==> src/timer_defs.svh <==
// How it works
// - event mode counts each chosen edge of the event pin; select 00H falling, 01H rising.
// - clear-and-start mode clears counter on compare match and pulses the match interrupt.
// - square-wave mode inverts the output flip-flop on every compare match.
// - square-wave frequency is 1/(2t(N+1)) for compare N from 00H to FFH.
// - level-set gives high, level-clear gives low initial output flip-flop.
// - mode bit 6 selects free-running PWM; compare sets active width.
// - in PWM, mode bit 1 low means active-high, high means active-low.
// - mode bit 0 enables the output pin in square-wave and PWM operation.
// - clock-select bits 0 to 2 choose the count clock.
// - PWM output inactive until first overflow, active until match, then inactive.
// - clearing count-run in PWM mode forces the output inactive.
// - PWM period is 256 count clocks, active width N, duty N/256.
// - PWM compare write before the FFH edge takes effect next overflow, else second.
// - compare reads return the written value while the old one still governs output.
// - level-set and level-clear are ignored in PWM mode.
// - first match after start may come up to one count clock early.
// - clearing count-run stops and zeroes the counter; setting it starts counting.
// - level-set and level-clear read as zero; both set together is ignored.
// - mode and output settings reach the pin whether or not counting runs.
`ifndef TIMER_DEFS_SVH
`define TIMER_DEFS_SVH

`define OFS_MODE_CONTROL   8'h00
`define OFS_CLOCK_SELECT   8'h04
`define OFS_COMPARE_VALUE  8'h08
`define OFS_COUNTER_VALUE  8'h0C

`define BIT_COUNT_RUN      7
`define BIT_PWM_MODE       6
`define BIT_LEVEL_SET      3
`define BIT_LEVEL_CLEAR    2
`define BIT_INV_POLARITY   1
`define BIT_OUTPUT_ENABLE  0

`define RST_BYTE           8'h00
`define COUNT_TOP          8'hFF

`define SEL_EDGE_FALL      3'h0
`define SEL_EDGE_RISE      3'h1
`define DIV_2_LAST         10'h001
`define DIV_4_LAST         10'h003
`define DIV_16_LAST        10'h00F
`define DIV_64_LAST        10'h03F
`define DIV_256_LAST       10'h0FF
`define DIV_1024_LAST      10'h3FF

`endif

==> src/timer_pkg.sv <==
package timer_pkg;
    typedef logic [7:0] byte_t;
    typedef logic [2:0] clk_sel_t;
endpackage

==> src/count_clock_gen.sv <==
`timescale 1ns/1ns
`include "timer_defs.svh"
module count_clock_gen (
    input  wire logic              mclk,          // system clock
    input  wire logic              rstn,          // synchronised reset, active low
    input  wire timer_pkg::clk_sel_t sel,         // count clock choice
    input  wire logic              eventInPin,    // event input pin level
    output logic                   tick           // one-cycle count enable
);
    import timer_pkg::*;

    typedef struct packed {
        logic [9:0] div;
        logic       evPrev;
        logic       tick;
    } gen_state_t;

    gen_state_t s_q;
    gen_state_t s_d;

    always_comb begin
        logic [9:0] last;
        last = `DIV_2_LAST;
        s_d = s_q;
        s_d.div = s_q.div + 10'h001;
        s_d.evPrev = eventInPin;
        unique case (sel)
            3'h2: last = `DIV_2_LAST;
            3'h3: last = `DIV_4_LAST;
            3'h4: last = `DIV_16_LAST;
            3'h5: last = `DIV_64_LAST;
            3'h6: last = `DIV_256_LAST;
            3'h7: last = `DIV_1024_LAST;
            default: last = `DIV_2_LAST;
        endcase
        if (sel == `SEL_EDGE_FALL) begin
            s_d.tick = s_q.evPrev & ~eventInPin;
        end else if (sel == `SEL_EDGE_RISE) begin
            s_d.tick = ~s_q.evPrev & eventInPin;
        end else begin
            // divider runs free of count_run, so the first tick after start may come up to one count clock early
            s_d.tick = ((s_q.div & last) == last);
        end
    end

    always_ff @(posedge mclk or negedge rstn) begin
        if (!rstn) begin
            s_q <= '0;
        end else begin
            s_q <= s_d;
        end
    end

    assign tick = s_q.tick;
endmodule // count_clock_gen

==> src/timer_event_counter_8bit.sv <==
`timescale 1ns/1ns
`include "timer_defs.svh"
module timer_event_counter_8bit (
    input  wire logic        mclk,            // system clock, 50 MHz
    input  wire logic        rstn,            // asynchronous reset, active low
    input  wire logic        wb_cyc_i,        // wishbone cycle
    input  wire logic        wb_stb_i,        // wishbone strobe
    input  wire logic        wb_we_i,         // wishbone write enable
    input  wire logic [7:0]  wb_adr_i,        // wishbone byte address
    input  wire logic [31:0] wb_dat_i,        // wishbone write data
    input  wire logic [3:0]  wb_sel_i,        // wishbone byte selects
    output logic      [31:0] wb_dat_o,        // wishbone read data
    output logic             wb_ack_o,        // wishbone acknowledge
    input  wire logic        eventInputPin,   // external event pulses
    output logic             timerOutputPin,  // timer output level
    output logic             matchInterrupt   // one-cycle match pulse
);
    import timer_pkg::*;

    typedef struct packed {
        logic      countRun;
        logic      pwmModeSelect;
        logic      inversionOrPolarity;
        logic      outputPinEnable;
        clk_sel_t  countClockSelect;
        byte_t     compareValue;       // value software sees
        byte_t     activeCompare;      // value that governs the counter
        logic      transferPending;
        logic      transferArmed;
        byte_t     eventCounterValue;
        logic      outFf;
        logic      pwmActive;
        logic      ack;
        logic [31:0] rdata;
        logic      pin;
        logic      irq;
    } timer_state_t;

    timer_state_t s_q;
    timer_state_t s_d;
    logic         rstSync1_q;
    logic         rstSync2_q;
    logic         tick;

    // reset release through two flip-flops
    always_ff @(posedge mclk or negedge rstn) begin
        if (!rstn) begin
            rstSync1_q <= 1'b0;
            rstSync2_q <= 1'b0;
        end else begin
            rstSync1_q <= 1'b1;
            rstSync2_q <= rstSync1_q;
        end
    end

    count_clock_gen u_clk (
        .mclk       (mclk),
        .rstn       (rstSync2_q),
        .sel        (s_q.countClockSelect),
        .eventInPin (eventInputPin),
        .tick       (tick)
    );

    always_comb begin
        logic  req;
        logic  wr;
        byte_t wd;
        logic  runTick;
        byte_t nextCount;
        logic  lvSet;
        logic  lvClr;
        logic  pinLevel;
        req = 1'b0;
        wr = 1'b0;
        wd = `RST_BYTE;
        runTick = 1'b0;
        nextCount = `RST_BYTE;
        lvSet = 1'b0;
        lvClr = 1'b0;
        pinLevel = 1'b0;
        s_d = s_q;
        s_d.irq = 1'b0;

        req = wb_cyc_i & wb_stb_i & ~s_q.ack;
        wr = req & wb_we_i & wb_sel_i[0];
        wd = wb_dat_i[7:0];
        s_d.ack = req;

        // register reads; level-set and level-clear always read back as zero
        s_d.rdata = 32'h0000_0000;
        if (req && !wb_we_i) begin
            unique case (wb_adr_i)
                `OFS_MODE_CONTROL: s_d.rdata[7:0] = {s_q.countRun, s_q.pwmModeSelect, 4'h0,
                                                     s_q.inversionOrPolarity, s_q.outputPinEnable};
                `OFS_CLOCK_SELECT: s_d.rdata[2:0] = s_q.countClockSelect;
                `OFS_COMPARE_VALUE: s_d.rdata[7:0] = s_q.compareValue;
                `OFS_COUNTER_VALUE: s_d.rdata[7:0] = s_q.eventCounterValue;
                default: s_d.rdata = 32'h0000_0000;
            endcase
        end

        // counting on the selected count clock
        runTick = tick & s_q.countRun;
        if (runTick) begin
            if (s_q.pwmModeSelect) begin
                nextCount = s_q.eventCounterValue + 8'h01;
                s_d.eventCounterValue = nextCount;
                if (s_q.eventCounterValue == `COUNT_TOP) begin
                    // overflow: new period, buffered compare may transfer
                    if (s_q.transferArmed) begin
                        s_d.activeCompare = s_q.compareValue;
                        s_d.transferPending = 1'b0;
                        s_d.transferArmed = 1'b0;
                        s_d.pwmActive = (s_q.compareValue != 8'h00);
                    end else begin
                        s_d.pwmActive = (s_q.activeCompare != 8'h00);
                    end
                end else begin
                    if (nextCount == s_q.activeCompare) begin
                        s_d.pwmActive = 1'b0;
                    end
                    if (nextCount == `COUNT_TOP && s_q.transferPending) begin
                        s_d.transferArmed = 1'b1;
                    end
                end
            end else if (s_q.eventCounterValue == s_q.activeCompare) begin
                s_d.eventCounterValue = `RST_BYTE;
                s_d.irq = 1'b1;
                if (s_q.inversionOrPolarity) begin
                    s_d.outFf = ~s_q.outFf;
                end
            end else begin
                s_d.eventCounterValue = s_q.eventCounterValue + 8'h01;
            end
        end

        // register writes
        if (wr) begin
            unique case (wb_adr_i)
                `OFS_MODE_CONTROL: begin
                    s_d.countRun = wd[`BIT_COUNT_RUN];
                    s_d.pwmModeSelect = wd[`BIT_PWM_MODE];
                    s_d.inversionOrPolarity = wd[`BIT_INV_POLARITY];
                    s_d.outputPinEnable = wd[`BIT_OUTPUT_ENABLE];
                    lvSet = wd[`BIT_LEVEL_SET];
                    lvClr = wd[`BIT_LEVEL_CLEAR];
                    if (!wd[`BIT_PWM_MODE]) begin
                        if (lvSet && !lvClr) begin
                            s_d.outFf = 1'b1;
                        end else if (lvClr && !lvSet) begin
                            s_d.outFf = 1'b0;
                        end
                    end
                    if (!wd[`BIT_COUNT_RUN]) begin
                        s_d.eventCounterValue = `RST_BYTE;
                        s_d.pwmActive = 1'b0;
                        s_d.transferArmed = 1'b0;
                        if (s_q.transferPending) begin
                            s_d.activeCompare = s_q.compareValue;
                            s_d.transferPending = 1'b0;
                        end
                    end
                end
                `OFS_CLOCK_SELECT: s_d.countClockSelect = wd[2:0];
                `OFS_COMPARE_VALUE: begin
                    s_d.compareValue = wd;
                    if (s_q.pwmModeSelect && s_q.countRun) begin
                        s_d.transferPending = 1'b1;
                        s_d.transferArmed = 1'b0;
                    end else begin
                        s_d.activeCompare = wd;
                    end
                end
                default: begin
                end
            endcase
        end

        // pin follows the settings whether counting or not
        if (s_d.pwmModeSelect) begin
            pinLevel = s_d.pwmActive ^ s_d.inversionOrPolarity;
        end else begin
            pinLevel = s_d.outFf;
        end
        s_d.pin = s_d.outputPinEnable & pinLevel;
    end

    always_ff @(posedge mclk or negedge rstSync2_q) begin
        if (!rstSync2_q) begin
            s_q <= '0;
        end else begin
            s_q <= s_d;
        end
    end

    assign wb_ack_o = s_q.ack;
    assign wb_dat_o = s_q.rdata;
    assign timerOutputPin = s_q.pin;
    assign matchInterrupt = s_q.irq;
endmodule // timer_event_counter_8bit

==> config.mk <==
export PLATFORM = sky130hd
export DESIGN_NAME = timer_event_counter_8bit
export DESIGN_NICKNAME = d
export VERILOG_FILES = /design/src/timer_pkg.sv /design/src/count_clock_gen.sv /design/src/timer_event_counter_8bit.sv
export VERILOG_INCLUDE_DIRS = /design/src
export SDC_FILE = /design/constraint.sdc
export NUM_CORES = 1
export LEC_CHECK = 0
export ABC_AREA = 1
export BUFFER_PORTS_ARGS = -buffer_cell sky130_fd_sc_hd__buf_2
export CORE_MARGIN = 2
export CORE_UTILIZATION = 45
export DETAILED_ROUTE_END_ITERATION = 8
export PLACE_DENSITY = 0.71
export SLEW_MARGIN = 20
export SYNTH_ARGS = -nofsm -noshare
export SYNTH_HDL_FRONTEND = slang
export SYNTH_HIERARCHICAL = 1
export SYNTH_SLANG_ARGS = --single-unit
==> constraint.sdc <==
create_clock -name mclk -period 1.7 [get_ports mclk]
set_input_delay 0.255 -clock mclk [delete_from_list [all_inputs] [get_ports mclk]]
set_output_delay 0.255 -clock mclk [all_outputs]
set_load 0.005 [all_outputs]
==> summary.txt, run 1 <==
CTS
  – CTS tree: built
  – H-tree depth: 3
  – Clk slew on worst S/H paths: 0.07 ns
  – Clk root buf: clkbuf_8
  – # clock sinks: 60
  – Latest clock arrival within the worst-skew pair: 0.34 ns
  – Num CTS Buffers: 9
  – CTS max path bufs: 2

Power and ir drop
  – Lkg Pwr: 2.42 nW
  – Pwr/cell area: 674 nW/um^2
  – Part of the power in combinational logic: 12.6%
  – Psw: 856 uW
  – Clock share of power: 40.8%
  – Int Pwr: 2.40 mW
  – Max rail drop VDD: 0.443 mV
  – Switching part of the total: 26.3%
  – Flop pwr share: 46.7%

Final layout
  – FF+latch area: 1500 sq um
  – Antenna cells: 0
  – Area of the multi-input gates: 2020 sq um
  – Post-layout util: 61.8%
  – Post-Layout Cell Count: 676
  – Fin nets: 622
  – Fin area: 4830 sq um
  – Filler instances: 707
  – Layout cell share with drive strength beyond 1: 32.1%
  – Area Overhead vs Synth: 32.0%

Global route
  – Initial antenna violation count: 0
  – GRT Resource Usage Total: 22.9%
  – Largest net degree at the start of global routing: 28
  – Vias in the first global route: 3285
  – Gr ovfl total: 0
  – First-pass GRT wire length: 15600 um

Logic synthesis
  – Top post-synthesis cells by area: dfrtp_1 (41%), nand2_1 (11%), buf_4 (6.6%), inv_1 (6.3%), o21ai_0 (4.0%)
  – Commonest cells in the netlist: nand2_1 (112), inv_1 (61), dfrtp_1 (60)
  – Yosys warning total: 6
  – Most common cell in the netlist: nand2_1
  – Asr flop ratio synth: 100%
  – Area leader, netlist: dfrtp_1
  – Register area share after synthesis: 41.1%
  – Number of synthesized flops with an enable pin: 0
  – Mapped Avg Cell Area: 7.73 sq um
  – Post-synthesis cell count: 473
  – Yosys cell types: 40
  – Yosys reg bits: 60
  – Post-Syn Area: 3660 sq um
  – Main synth FF type: dfrtp_1
  – Top-area cell type share of the netlist area: 41.1%

Worst setup path
  – Crit path DAT: 2.18 ns
  – Critical Path Start Type: flip-flop
  – Req. time, crit path: 1.92 ns
  – CP Max Fanout: 3
  – Critical path type: flip-flop to flip-flop
  – Setup crit end kind: flip-flop
  – FF-to-FF setup slack: -0.26 ns

Placement
  – Pre-CTS WS: -0.294 ns
  – Buffers on Ports: 33
  – Cell Area, Placed: 4230 sq um
  – Cells after DPL: 651
  – Hpwl dp: 7250 um
  – GPL Wtd Cong: 0.973

Floorplanning
  – Chip height: 94.2 um
  – Die Span X: 94.2 um
  – Effective utilization at floorplan: 46.8%
  – Cell Rows: 32
  – I/O pin cnt: 85
  – DIE AREA: 8860 sq um
  – Core footprint: 7810 sq um

STA
  – # setup viols final: 13
  – PnR worst setup slack: -0.265 ns
  – Post-layout minimum cycle time: 1.96 ns
  – Final Max Tran Viols: 0
  – Worst-Margin Slew: 0.739 ns
  – Fmax: 509 MHz
  – Final hold vios: 0
  – Unrepaired setup endpoints after global routing: true
  – Max-slew headroom: 49.9%
  – Final Cycle Share: 116%
  – Worst clock skew: 0.0115 ns

Run status
  – Status: complete, but fails checks
  – Failing checks: setup timing

Drt
  – Vias post-DR: 3438
  – Drc violations: 0
  – Initial DRC Count: 219
  – DR pass1 iterations: 5
  – Routed wire length: 9660 um
  – Wire length per cell: 14.3 um
  – ANT nets after route: 0
  – Vias per Instance: 5.09

Min path
  – Hold Crit Class: primary input to flip-flop

Run
  – Max Cap Viol: 0
[logic make-up (layout without fill, tap and decap cells)]
family,count (synthesis),in the layout,synth area share (%)
adders and majority gates,3,3,1.03
buffers and inverters,102,180,14.0
DFF,60,60,41.1
AOI/OAI and AO/OA,95,95,15.3
and+or+nand+nor,197,197,25.0
xor gates and xnor gates,14,14,3.35
other,2,25,0.205
[timing repair]
action,CTS,global route
endpoints found under the hold margin,2,0
hold buffers,1,0
setup buffers,8,2
pin swaps,10,12
resized for setup,41,39
endpoints found under the setup margin,20,23
[layout make-up]
cell class	instances	area share, %
multi-input combinational	334	41.8
sequential	60	31.1
timing repair buffer	100	15.3
inverter	64	4.98
clock buffer	12	3.21
tap	102	2.64
clock inverter	4	0.985
[sequential cells by signal, summed over array words and instances, names as in the netlist]
register	count
matchInterrupt	1
wb_dat_o	8
rstSync1_q	1
timerOutputPin	1
rstSync2_q	1
wb_ack_o	1
s_q	35
u_clk/tick	1
u_clk/s_q	11
[routing by layer]
| layer | global-route usage, % | up-vias | wire length, um |
|---|---|---|---|
| met2 | 37.9 | 131 | 4760 |
| met1 | 29.3 | 1606 | 4140 |
| li1 | - | 1681 | - |
| met5 | 0 | - | 0 |
| met3 | 4.65 | 20 | 553 |
| met4 | 9.30 | 0 | 210 |
[worst max-delay path, stage by stage, from the launching register on]
cell     delay (ns)
dfrtp_1        0.41
ha_4           0.17
nand2_4        0.06
nor2_4         0.12
nand3_4        0.10
nor3b_4        0.28
nand2_4        0.12
buf_6          0.14
o21ai_4        0.14
a21oi_2        0.04
o21ai_1        0.14
o21ai_1        0.11
[final timing paths]
check,startpoint,to,depth (start not counted)
setup / recovery,s_q[38],s_q[54],11
hold / removal,eventInputPin,u_clk/s_q[1],1
setup reg to reg,s_q[38],s_q[54],11
hold reg to reg,rstSync2_q,s_q[45],0
max in group asynchronous,rstSync2_q,u_clk/s_q[11],1
min in group asynchronous,rstn,rstSync1_q,2
[power groups by stage]
stage                     clock network (mW)  logic, mW  registers (mW)
after floorplan                            0      0.210            1.54
after global placement                     0      0.333            1.54
after detailed placement                   0      0.340            1.54
after CTS                               1.35      0.387            1.52
after global routing                    1.43      0.453            1.53
final                                   1.33      0.408            1.52
[placed cells by master, fill, tap and decap left out, drive strengths merged, types with 3 or more instances in the layout]
cell	instances
inv	64
nand3	24
a21oi	22
clkbuf	12
ha	3
nor3	4
nand2	117
o22ai	10
a211oi	7
xor2	9
conb	25
nor2	34
buf	99
dfrtp	60
xnor2	5
nor4	6
o21ai	49
nand4	7
[metrics by stage]
stage | power, mW | hold WS (ns) | TNS [ns]
after floorplan | 1.75 | -0.0406 | -2.14
after global placement | 1.87 | 0.0413 | -2.80
after detailed placement | 1.88 | 0.0463 | -3.37
after CTS | 3.26 | 0.0392 | -1.84
after global routing | 3.40 | 0.0371 | -3.82
final | 3.25 | 0.0514 | -2.30
Note: power is estimated with default switching activity, not from simulation.
==> run 2, diff against run 1 <==
CTS_BUF_LIST = sky130_fd_sc_hd__clkbuf_4 sky130_fd_sc_hd__clkbuf_8   (was default)
==> run 2 against run 1 <==
Compared with the run above:
- the run still ends with setup timing left
- global-route usage barely moved
- clock power about the same
- wire length is 0.40% higher
- critical endpoint unchanged
==> summary.txt, run 2 (same netlist as run 1, synthesis figures left out) <==
Drt
  – DR pass1 iterations: 5 (unchanged)
  – Drc violations: 0 (unchanged)
  – ANT nets after route: 0 (unchanged)
  – Vias per Instance: 5.07 (was 5.09)
  – Routed wire length: 9700 um (was 9660 um)
  – Vias post-DR: 3424 (was 3438)
  – Initial DRC Count: 249 (was 219)
  – Wire length per cell: 14.3 um (about the same)

Min path
  – Hold Crit Class: primary input to flip-flop (unchanged)

STA
  – Worst-Margin Slew: 0.758 ns (was 0.739 ns)
  – Total negative slack: -2.38 ns (was -2.30 ns)
  – Final Max Tran Viols: 0 (unchanged)
  – Final Cycle Share: 116% (about the same)
  – Max-slew headroom: 48.7% (was 49.9%)
  – PnR worst setup slack: -0.273 ns (was -0.265 ns)
  – Unrepaired setup endpoints after global routing: true (unchanged)
  – Fmax: 507 MHz (was 509 MHz)
  – Post-layout minimum cycle time: 1.97 ns (was 1.96 ns)
  – # setup viols final: 13 (unchanged)
  – Hold slack final: 0.0525 ns (was 0.0514 ns)
  – Worst clock skew: 0.0124 ns (was 0.0115 ns)
  – Final hold vios: 0 (unchanged)

CTS
  – # clock sinks: 60 (unchanged)
  – Latest clock arrival within the worst-skew pair: 0.34 ns (about the same)
  – CTS tree: built (unchanged)
  – CTS max path bufs: 2 (unchanged)
  – H-tree depth: 3 (unchanged)
  – Clk slew on worst S/H paths: 0.08 ns (was 0.07 ns)
  – Num CTS Buffers: 9 (unchanged)
  – Clk root buf: clkbuf_8 (unchanged)

Run status
  – Status: complete, but fails checks (unchanged)
  – Failing checks: setup timing (unchanged)

Power and ir drop
  – Lkg Pwr: 2.43 nW (was 2.42 nW)
  – Pwr/cell area: 677 nW/um^2 (was 674 nW/um^2)
  – Part of the power in combinational logic: 12.5% (was 12.6%)
  – Psw: 859 uW (was 856 uW)
  – Switching part of the total: 26.3% (about the same)
  – Final total power: 3.27 mW (was 3.25 mW)
  – Flop pwr share: 46.4% (was 46.7%)
  – Int Pwr: 2.41 mW (was 2.40 mW)
  – Clock share of power: 41.1% (was 40.8%)
  – Max rail drop VDD: 0.443 mV (about the same)

Final layout
  – Fin nets: 622 (unchanged)
  – Antenna cells: 0 (unchanged)
  – Commonest cells after routing, fill and taps aside: nand2_1 (100), inv_1 (60), dfrtp_1 (59) (unchanged)
  – Commonest non-fill, non-tap cell in the layout: nand2_1 (unchanged)
  – Most flops, register: s_q (unchanged)
  – Area Overhead vs Synth: 32.1% (was 32.0%)
  – Filler instances: 708 (was 707)
  – Fin area: 4830 sq um (about the same)
  – Layout cell share with drive strength beyond 1: 32.2% (was 32.1%)
  – Number of flip-flops in the largest register: 35 (unchanged)

Placement
  – Buffers on Ports: 33 (unchanged)
  – GPL Wtd Cong: 0.973 (unchanged)
  – Pre-CTS WS: -0.294 ns (unchanged)
  – Cell Area, Placed: 4230 sq um (unchanged)
  – Hpwl dp: 7250 um (unchanged)

Floorplanning
  – Effective utilization at floorplan: 46.8% (unchanged)
  – Chip height: 94.2 um (unchanged)
  – Core footprint: 7810 sq um (unchanged)
  – Cell Rows: 32 (unchanged)
  – DIE AREA: 8860 sq um (unchanged)
  – I/O pin cnt: 85 (unchanged)
  – Die Span X: 94.2 um (unchanged)

Global route
  – Initial antenna violation count: 0 (unchanged)
  – Gr ovfl total: 0 (unchanged)
  – GRT Resource Usage Total: 22.9% (about the same)
  – Vias in the first global route: 3289 (was 3285)
  – First-pass GRT wire length: 15600 um (unchanged)
  – Largest net degree at the start of global routing: 28 (unchanged)

Worst setup path
  – Critical path type: flip-flop to flip-flop (unchanged)
  – CP Max Fanout: 3 (unchanged)
  – Crit path DAT: 2.19 ns (was 2.18 ns)
  – Setup crit end kind: flip-flop (unchanged)
  – Req. time, crit path: 1.92 ns (about the same)
  – Critical Path Start Type: flip-flop (unchanged)

Run
  – Max Cap Viol: 0 (unchanged)
-- run 2: cell counts in the layout (fill, tap and decap cells not counted) --
Identical to the previous run, type by type.
-- run 2: layer usage --
layer  vias up  wire length, um  GRT usage [%]  part of all wire, %
met2       117             4800           37.9                   49
met3        21              546           4.65                  5.6
met5         -                0              0                    0
met4         0              224           9.30                  2.3
met1      1604             4130           29.4                   43
li1       1682                -              -                    -
-- run 2: worst paths after layout --
check / startpoint / to / slack (ns) / depth (start not counted)
min in group asynchronous: rstn / rstSync1_q / 0.23 / 2
min reg2reg: rstSync2_q / s_q[45] / 0.25 / 0
min: eventInputPin / u_clk/s_q[1] / 0.05 / 1
max in group asynchronous: rstSync2_q / u_clk/s_q[11] / 0.89 / 1
max reg2reg: s_q[38] / s_q[54] / -0.27 / 11
max: s_q[38] / s_q[54] / -0.27 / 11
-- run 2: through the flow --
stage          util (%)  cells
4_1_cts            59.7    675
3_5_place_dp       54.2    651
6_report           61.9    676
5_1_grt            61.9    676
3_3_place_gp       54.2    651
2_1_floorplan         -    496
-- run 2: final cells by class --
class | instances | area [sq um] | share of cell area, %
repair buffers | 100 | 737 | 15.3
clock buffers | 12 | 159 | 3.29
well taps | 102 | 128 | 2.64
multi-input cells | 334 | 2020 | 41.8
flip-flops and latches | 60 | 1500 | 31.1
inverters | 64 | 240 | 4.97
clock inverters | 4 | 47.5 | 0.984
-- run 2: critical path: stages, from the launching register on --
cell	delay (ns)
dfrtp_1	0.41
ha_4	0.17
nand2_4	0.06
nor2_4	0.12
nand3_4	0.10
nor3b_4	0.28
nand2_4	0.12
buf_6	0.15
o21ai_4	0.15
a21oi_2	0.04
o21ai_1	0.14
o21ai_1	0.11
-- run 2: repair_timing --
action | in CTS | in global routing
setup endpoints to repair | 20 | 23
pin swaps | 10 | 12
hold buffers | 1 | 0
gates resized for setup | 41 | 39
buffers inserted | 8 | 2
endpoints found under the hold margin | 2 | 0
-- run 2: power by group through the flow --
stage | Combinational (mW) | Clock (mW) | Sequential (mW)
finish | 0.409 | 1.34 | 1.52
floorplan | 0.210 | 0 | 1.54
global placement | 0.333 | 0 | 1.54
global route | 0.453 | 1.45 | 1.53
CTS | 0.387 | 1.37 | 1.52
detailed placement | 0.340 | 0 | 1.54
==> run 3, diff against run 2 <==
CORE_UTILIZATION = 51   (was 45)
PLACE_DENSITY = 0.79   (was 0.71)
==> run 3 against run 2 <==
Compared with the run above:
- the run still ends with setup timing left
- sequential share of layout area down 0.50 points
- combinational power up 6.8%
- non-clock buffer count down 1
- largest power group is now clock
- maximum frequency down 1.7%
- critical path depth unchanged
- utilization up 9.7 points
- register-to-register slack worse by 0.03 ns
- clock-buffer cell count down 1
- clock power up 25%
- die area down 11%
- wire length up 4.8%
- power up 11%
==> summary.txt, run 3 (same netlist as run 1, synthesis figures left out) <==
Floorplanning
  – I/O pin cnt: 85 (unchanged)
  – DIE AREA: 7860 sq um (was 8860 sq um)
  – Chip height: 88.7 um (was 94.2 um)
  – Die Span X: 88.7 um (was 94.2 um)
  – Cell Rows: 30 (was 32)
  – Core footprint: 6870 sq um (was 7810 sq um)
  – Effective utilization at floorplan: 53.2% (was 46.8%)

Final layout
  – Layout cell share with drive strength beyond 1: 33.6% (was 32.2%)
  – Most flops, register: s_q (unchanged)
  – Antenna cells: 0 (unchanged)
  – Filler instances: 522 (was 708)
  – Area Overhead vs Synth: 34.3% (was 32.1%)
  – Commonest non-fill, non-tap cell in the layout: nand2_1 (unchanged)
  – Post-layout util: 71.5% (was 61.9%)
  – Fin area: 4910 sq um (was 4830 sq um)
  – Commonest cells after routing, fill and taps aside: nand2_1 (98), inv_1 (59), dfrtp_1 (58) (was nand2_1 (100), inv_1 (60), dfrtp_1 (59))
  – Fin nets: 623 (was 622)
  – Number of flip-flops in the largest register: 35 (unchanged)

Drt
  – Met3 routed WL: 604 um (was 546 um)
  – Routed wire length: 10200 um (was 9700 um)
  – Vias per Instance: 5.40 (was 5.07)
  – DR pass1 iterations: 6 (was 5)
  – ANT nets after route: 0 (unchanged)
  – Vias post-DR: 3624 (was 3424)
  – DR WL met2: 5040 um (was 4800 um)
  – Initial DRC Count: 335 (was 249)
  – Top Layer Used: met4 (unchanged)
  – Drc violations: 0 (unchanged)
  – Wire length per cell: 15.2 um (was 14.3 um)
  – Routed met1 length: 4030 um (was 4130 um)

STA
  – PnR worst setup slack: -0.307 ns (was -0.273 ns)
  – Post-layout minimum cycle time: 2.01 ns (was 1.97 ns)
  – Total negative slack: -2.51 ns (was -2.38 ns)
  – Worst-Margin Slew: 0.740 ns (was 0.758 ns)
  – Fmax: 498 MHz (was 507 MHz)
  – # setup viols final: 14 (was 13)
  – Final Cycle Share: 118% (was 116%)
  – Worst clock skew: 0.0130 ns (was 0.0124 ns)
  – Hold slack final: 0.0287 ns (was 0.0525 ns)
  – Unrepaired setup endpoints after global routing: true (unchanged)
  – Final Max Tran Viols: 0 (unchanged)
  – Max-slew headroom: 49.9% (was 48.7%)
  – Final hold vios: 0 (unchanged)

Run status
  – Failing checks: setup timing (unchanged)
  – Status: complete, but fails checks (unchanged)

Global route
  – Vias in the first global route: 3425 (was 3289)
  – First-pass GRT wire length: 15800 um (was 15600 um)
  – Initial antenna violation count: 0 (unchanged)
  – Gr ovfl total: 0 (unchanged)
  – GRT Resource Usage Total: 26.5% (was 22.9%)
  – Largest net degree at the start of global routing: 29 (was 28)

Power and ir drop
  – Max rail drop VDD: 0.466 mV (was 0.443 mV)
  – Pwr/cell area: 738 nW/um^2 (was 677 nW/um^2)
  – Lkg Pwr: 2.42 nW (was 2.43 nW)

Placement
  – Pre-CTS WS: -0.247 ns (was -0.294 ns)
  – GPL Wtd Cong: 0.908 (was 0.973)
  – Cell Area, Placed: 4180 sq um (was 4230 sq um)
  – Buffers on Ports: 33 (unchanged)
  – Hpwl dp: 6990 um (was 7250 um)

CTS
  – Num CTS Buffers: 9 (unchanged)
  – Clk root buf: clkbuf_8 (unchanged)
  – # clock sinks: 60 (unchanged)
  – CTS tree: built (unchanged)
  – CTS max path bufs: 2 (unchanged)
  – H-tree depth: 3 (unchanged)
  – Latest clock arrival within the worst-skew pair: 0.35 ns (was 0.34 ns)
  – Clk slew on worst S/H paths: 0.08 ns (about the same)

Worst setup path
  – Critical Path Start Type: flip-flop (unchanged)
  – Req. time, crit path: 1.92 ns (about the same)
  – CP Cell Sequence: ha_2 -> nand2_2 -> nor2_4 -> nand3_4 -> nor3b_4 -> buf_6 -> nand2_8 -> o21ai_4 -> a21oi_2 -> o21ai_1 -> o21ai_1 (was ha_4 -> nand2_4 -> nor2_4 -> nand3_4 -> nor3b_4 -> nand2_4 -> buf_6 -> o21ai_4 -> a21oi_2 -> o21ai_1 -> o21ai_1)
  – Critical path type: flip-flop to flip-flop (unchanged)
  – CP Max Fanout: 4 (was 3)
  – CP dominant cell by count: o21ai_1
  – Worst r2r path cells: 11 (unchanged)
  – Largest stage delay, worst path: 0.39 ns (was 0.41 ns)
  – Crit path DAT: 2.23 ns (was 2.19 ns)
  – Setup crit end kind: flip-flop (unchanged)
  – Worst-path cell with the longest stage delay: dfrtp_1 (unchanged)
  – FF-to-FF setup slack: -0.31 ns (was -0.27 ns)

Min path
  – Hold Crit Class: primary input to flip-flop (unchanged)
  – Worst hold stages: 1 (unchanged)

Run
  – Max Cap Viol: 0 (unchanged)
[run 3: timing repair]
item	CTS	global route
resized for setup	23	63
endpoints found under the setup margin	19	31
hold endpoints to repair	2	0
gates cloned	2	0
hold buffers	1	0
pin swaps	5	18
setup buffers	4	10
[run 3: through the flow]
step	std cells	power, mW
global placement	640	1.86
detailed placement	640	1.87
global route	671	3.76
CTS	662	3.54
finish	671	3.63
floorplan	496	1.75
[run 3: report_power, final]
group / internal, mW / switching [mW]
combinational: 0.190 / 0.247
clock: 1.06 / 0.612
sequential: 1.46 / 0.0550
total: 2.71 / 0.914
[run 3: cell type report]
class / count / area [sq um] / area share, %
clock inverters: 5 / 106 / 2.16
flip-flops and latches: 60 / 1500 / 30.6
multi-input cells: 336 / 2070 / 42.1
clock buffers: 11 / 151 / 3.08
repair buffers: 99 / 722 / 14.7
well taps: 96 / 120 / 2.44
inverters: 64 / 243 / 4.94
[run 3: final timing paths]
| check | to | startpoint |
|---|---|---|
| worst max-delay path | s_q[53] | s_q[37] |
| worst min-delay path | u_clk/s_q[1] | eventInputPin |
| worst max register to register | s_q[53] | s_q[37] |
| worst min register to register | u_clk/s_q[1] | rstSync2_q |
| max in group asynchronous | s_q[43] | rstSync2_q |
| min in group asynchronous | u_clk/s_q[1] | rstSync2_q |
[run 3: per-layer routing]
metal	up-vias	GRT usage [%]
met4	0	15.6
li1	1699	-
met2	179	43.3
met3	46	5.78
met1	1700	32.2
met5	-	0
[run 3: critical path: cells and delay by family (launching register included)]
family	cells	cell delay, ns
and+or+nand+nor	5	0.62
buffers and inverters	1	0.18
DFF	1	0.39
AOI/OAI and AO/OA	4	0.47
adders and majority gates	1	0.20
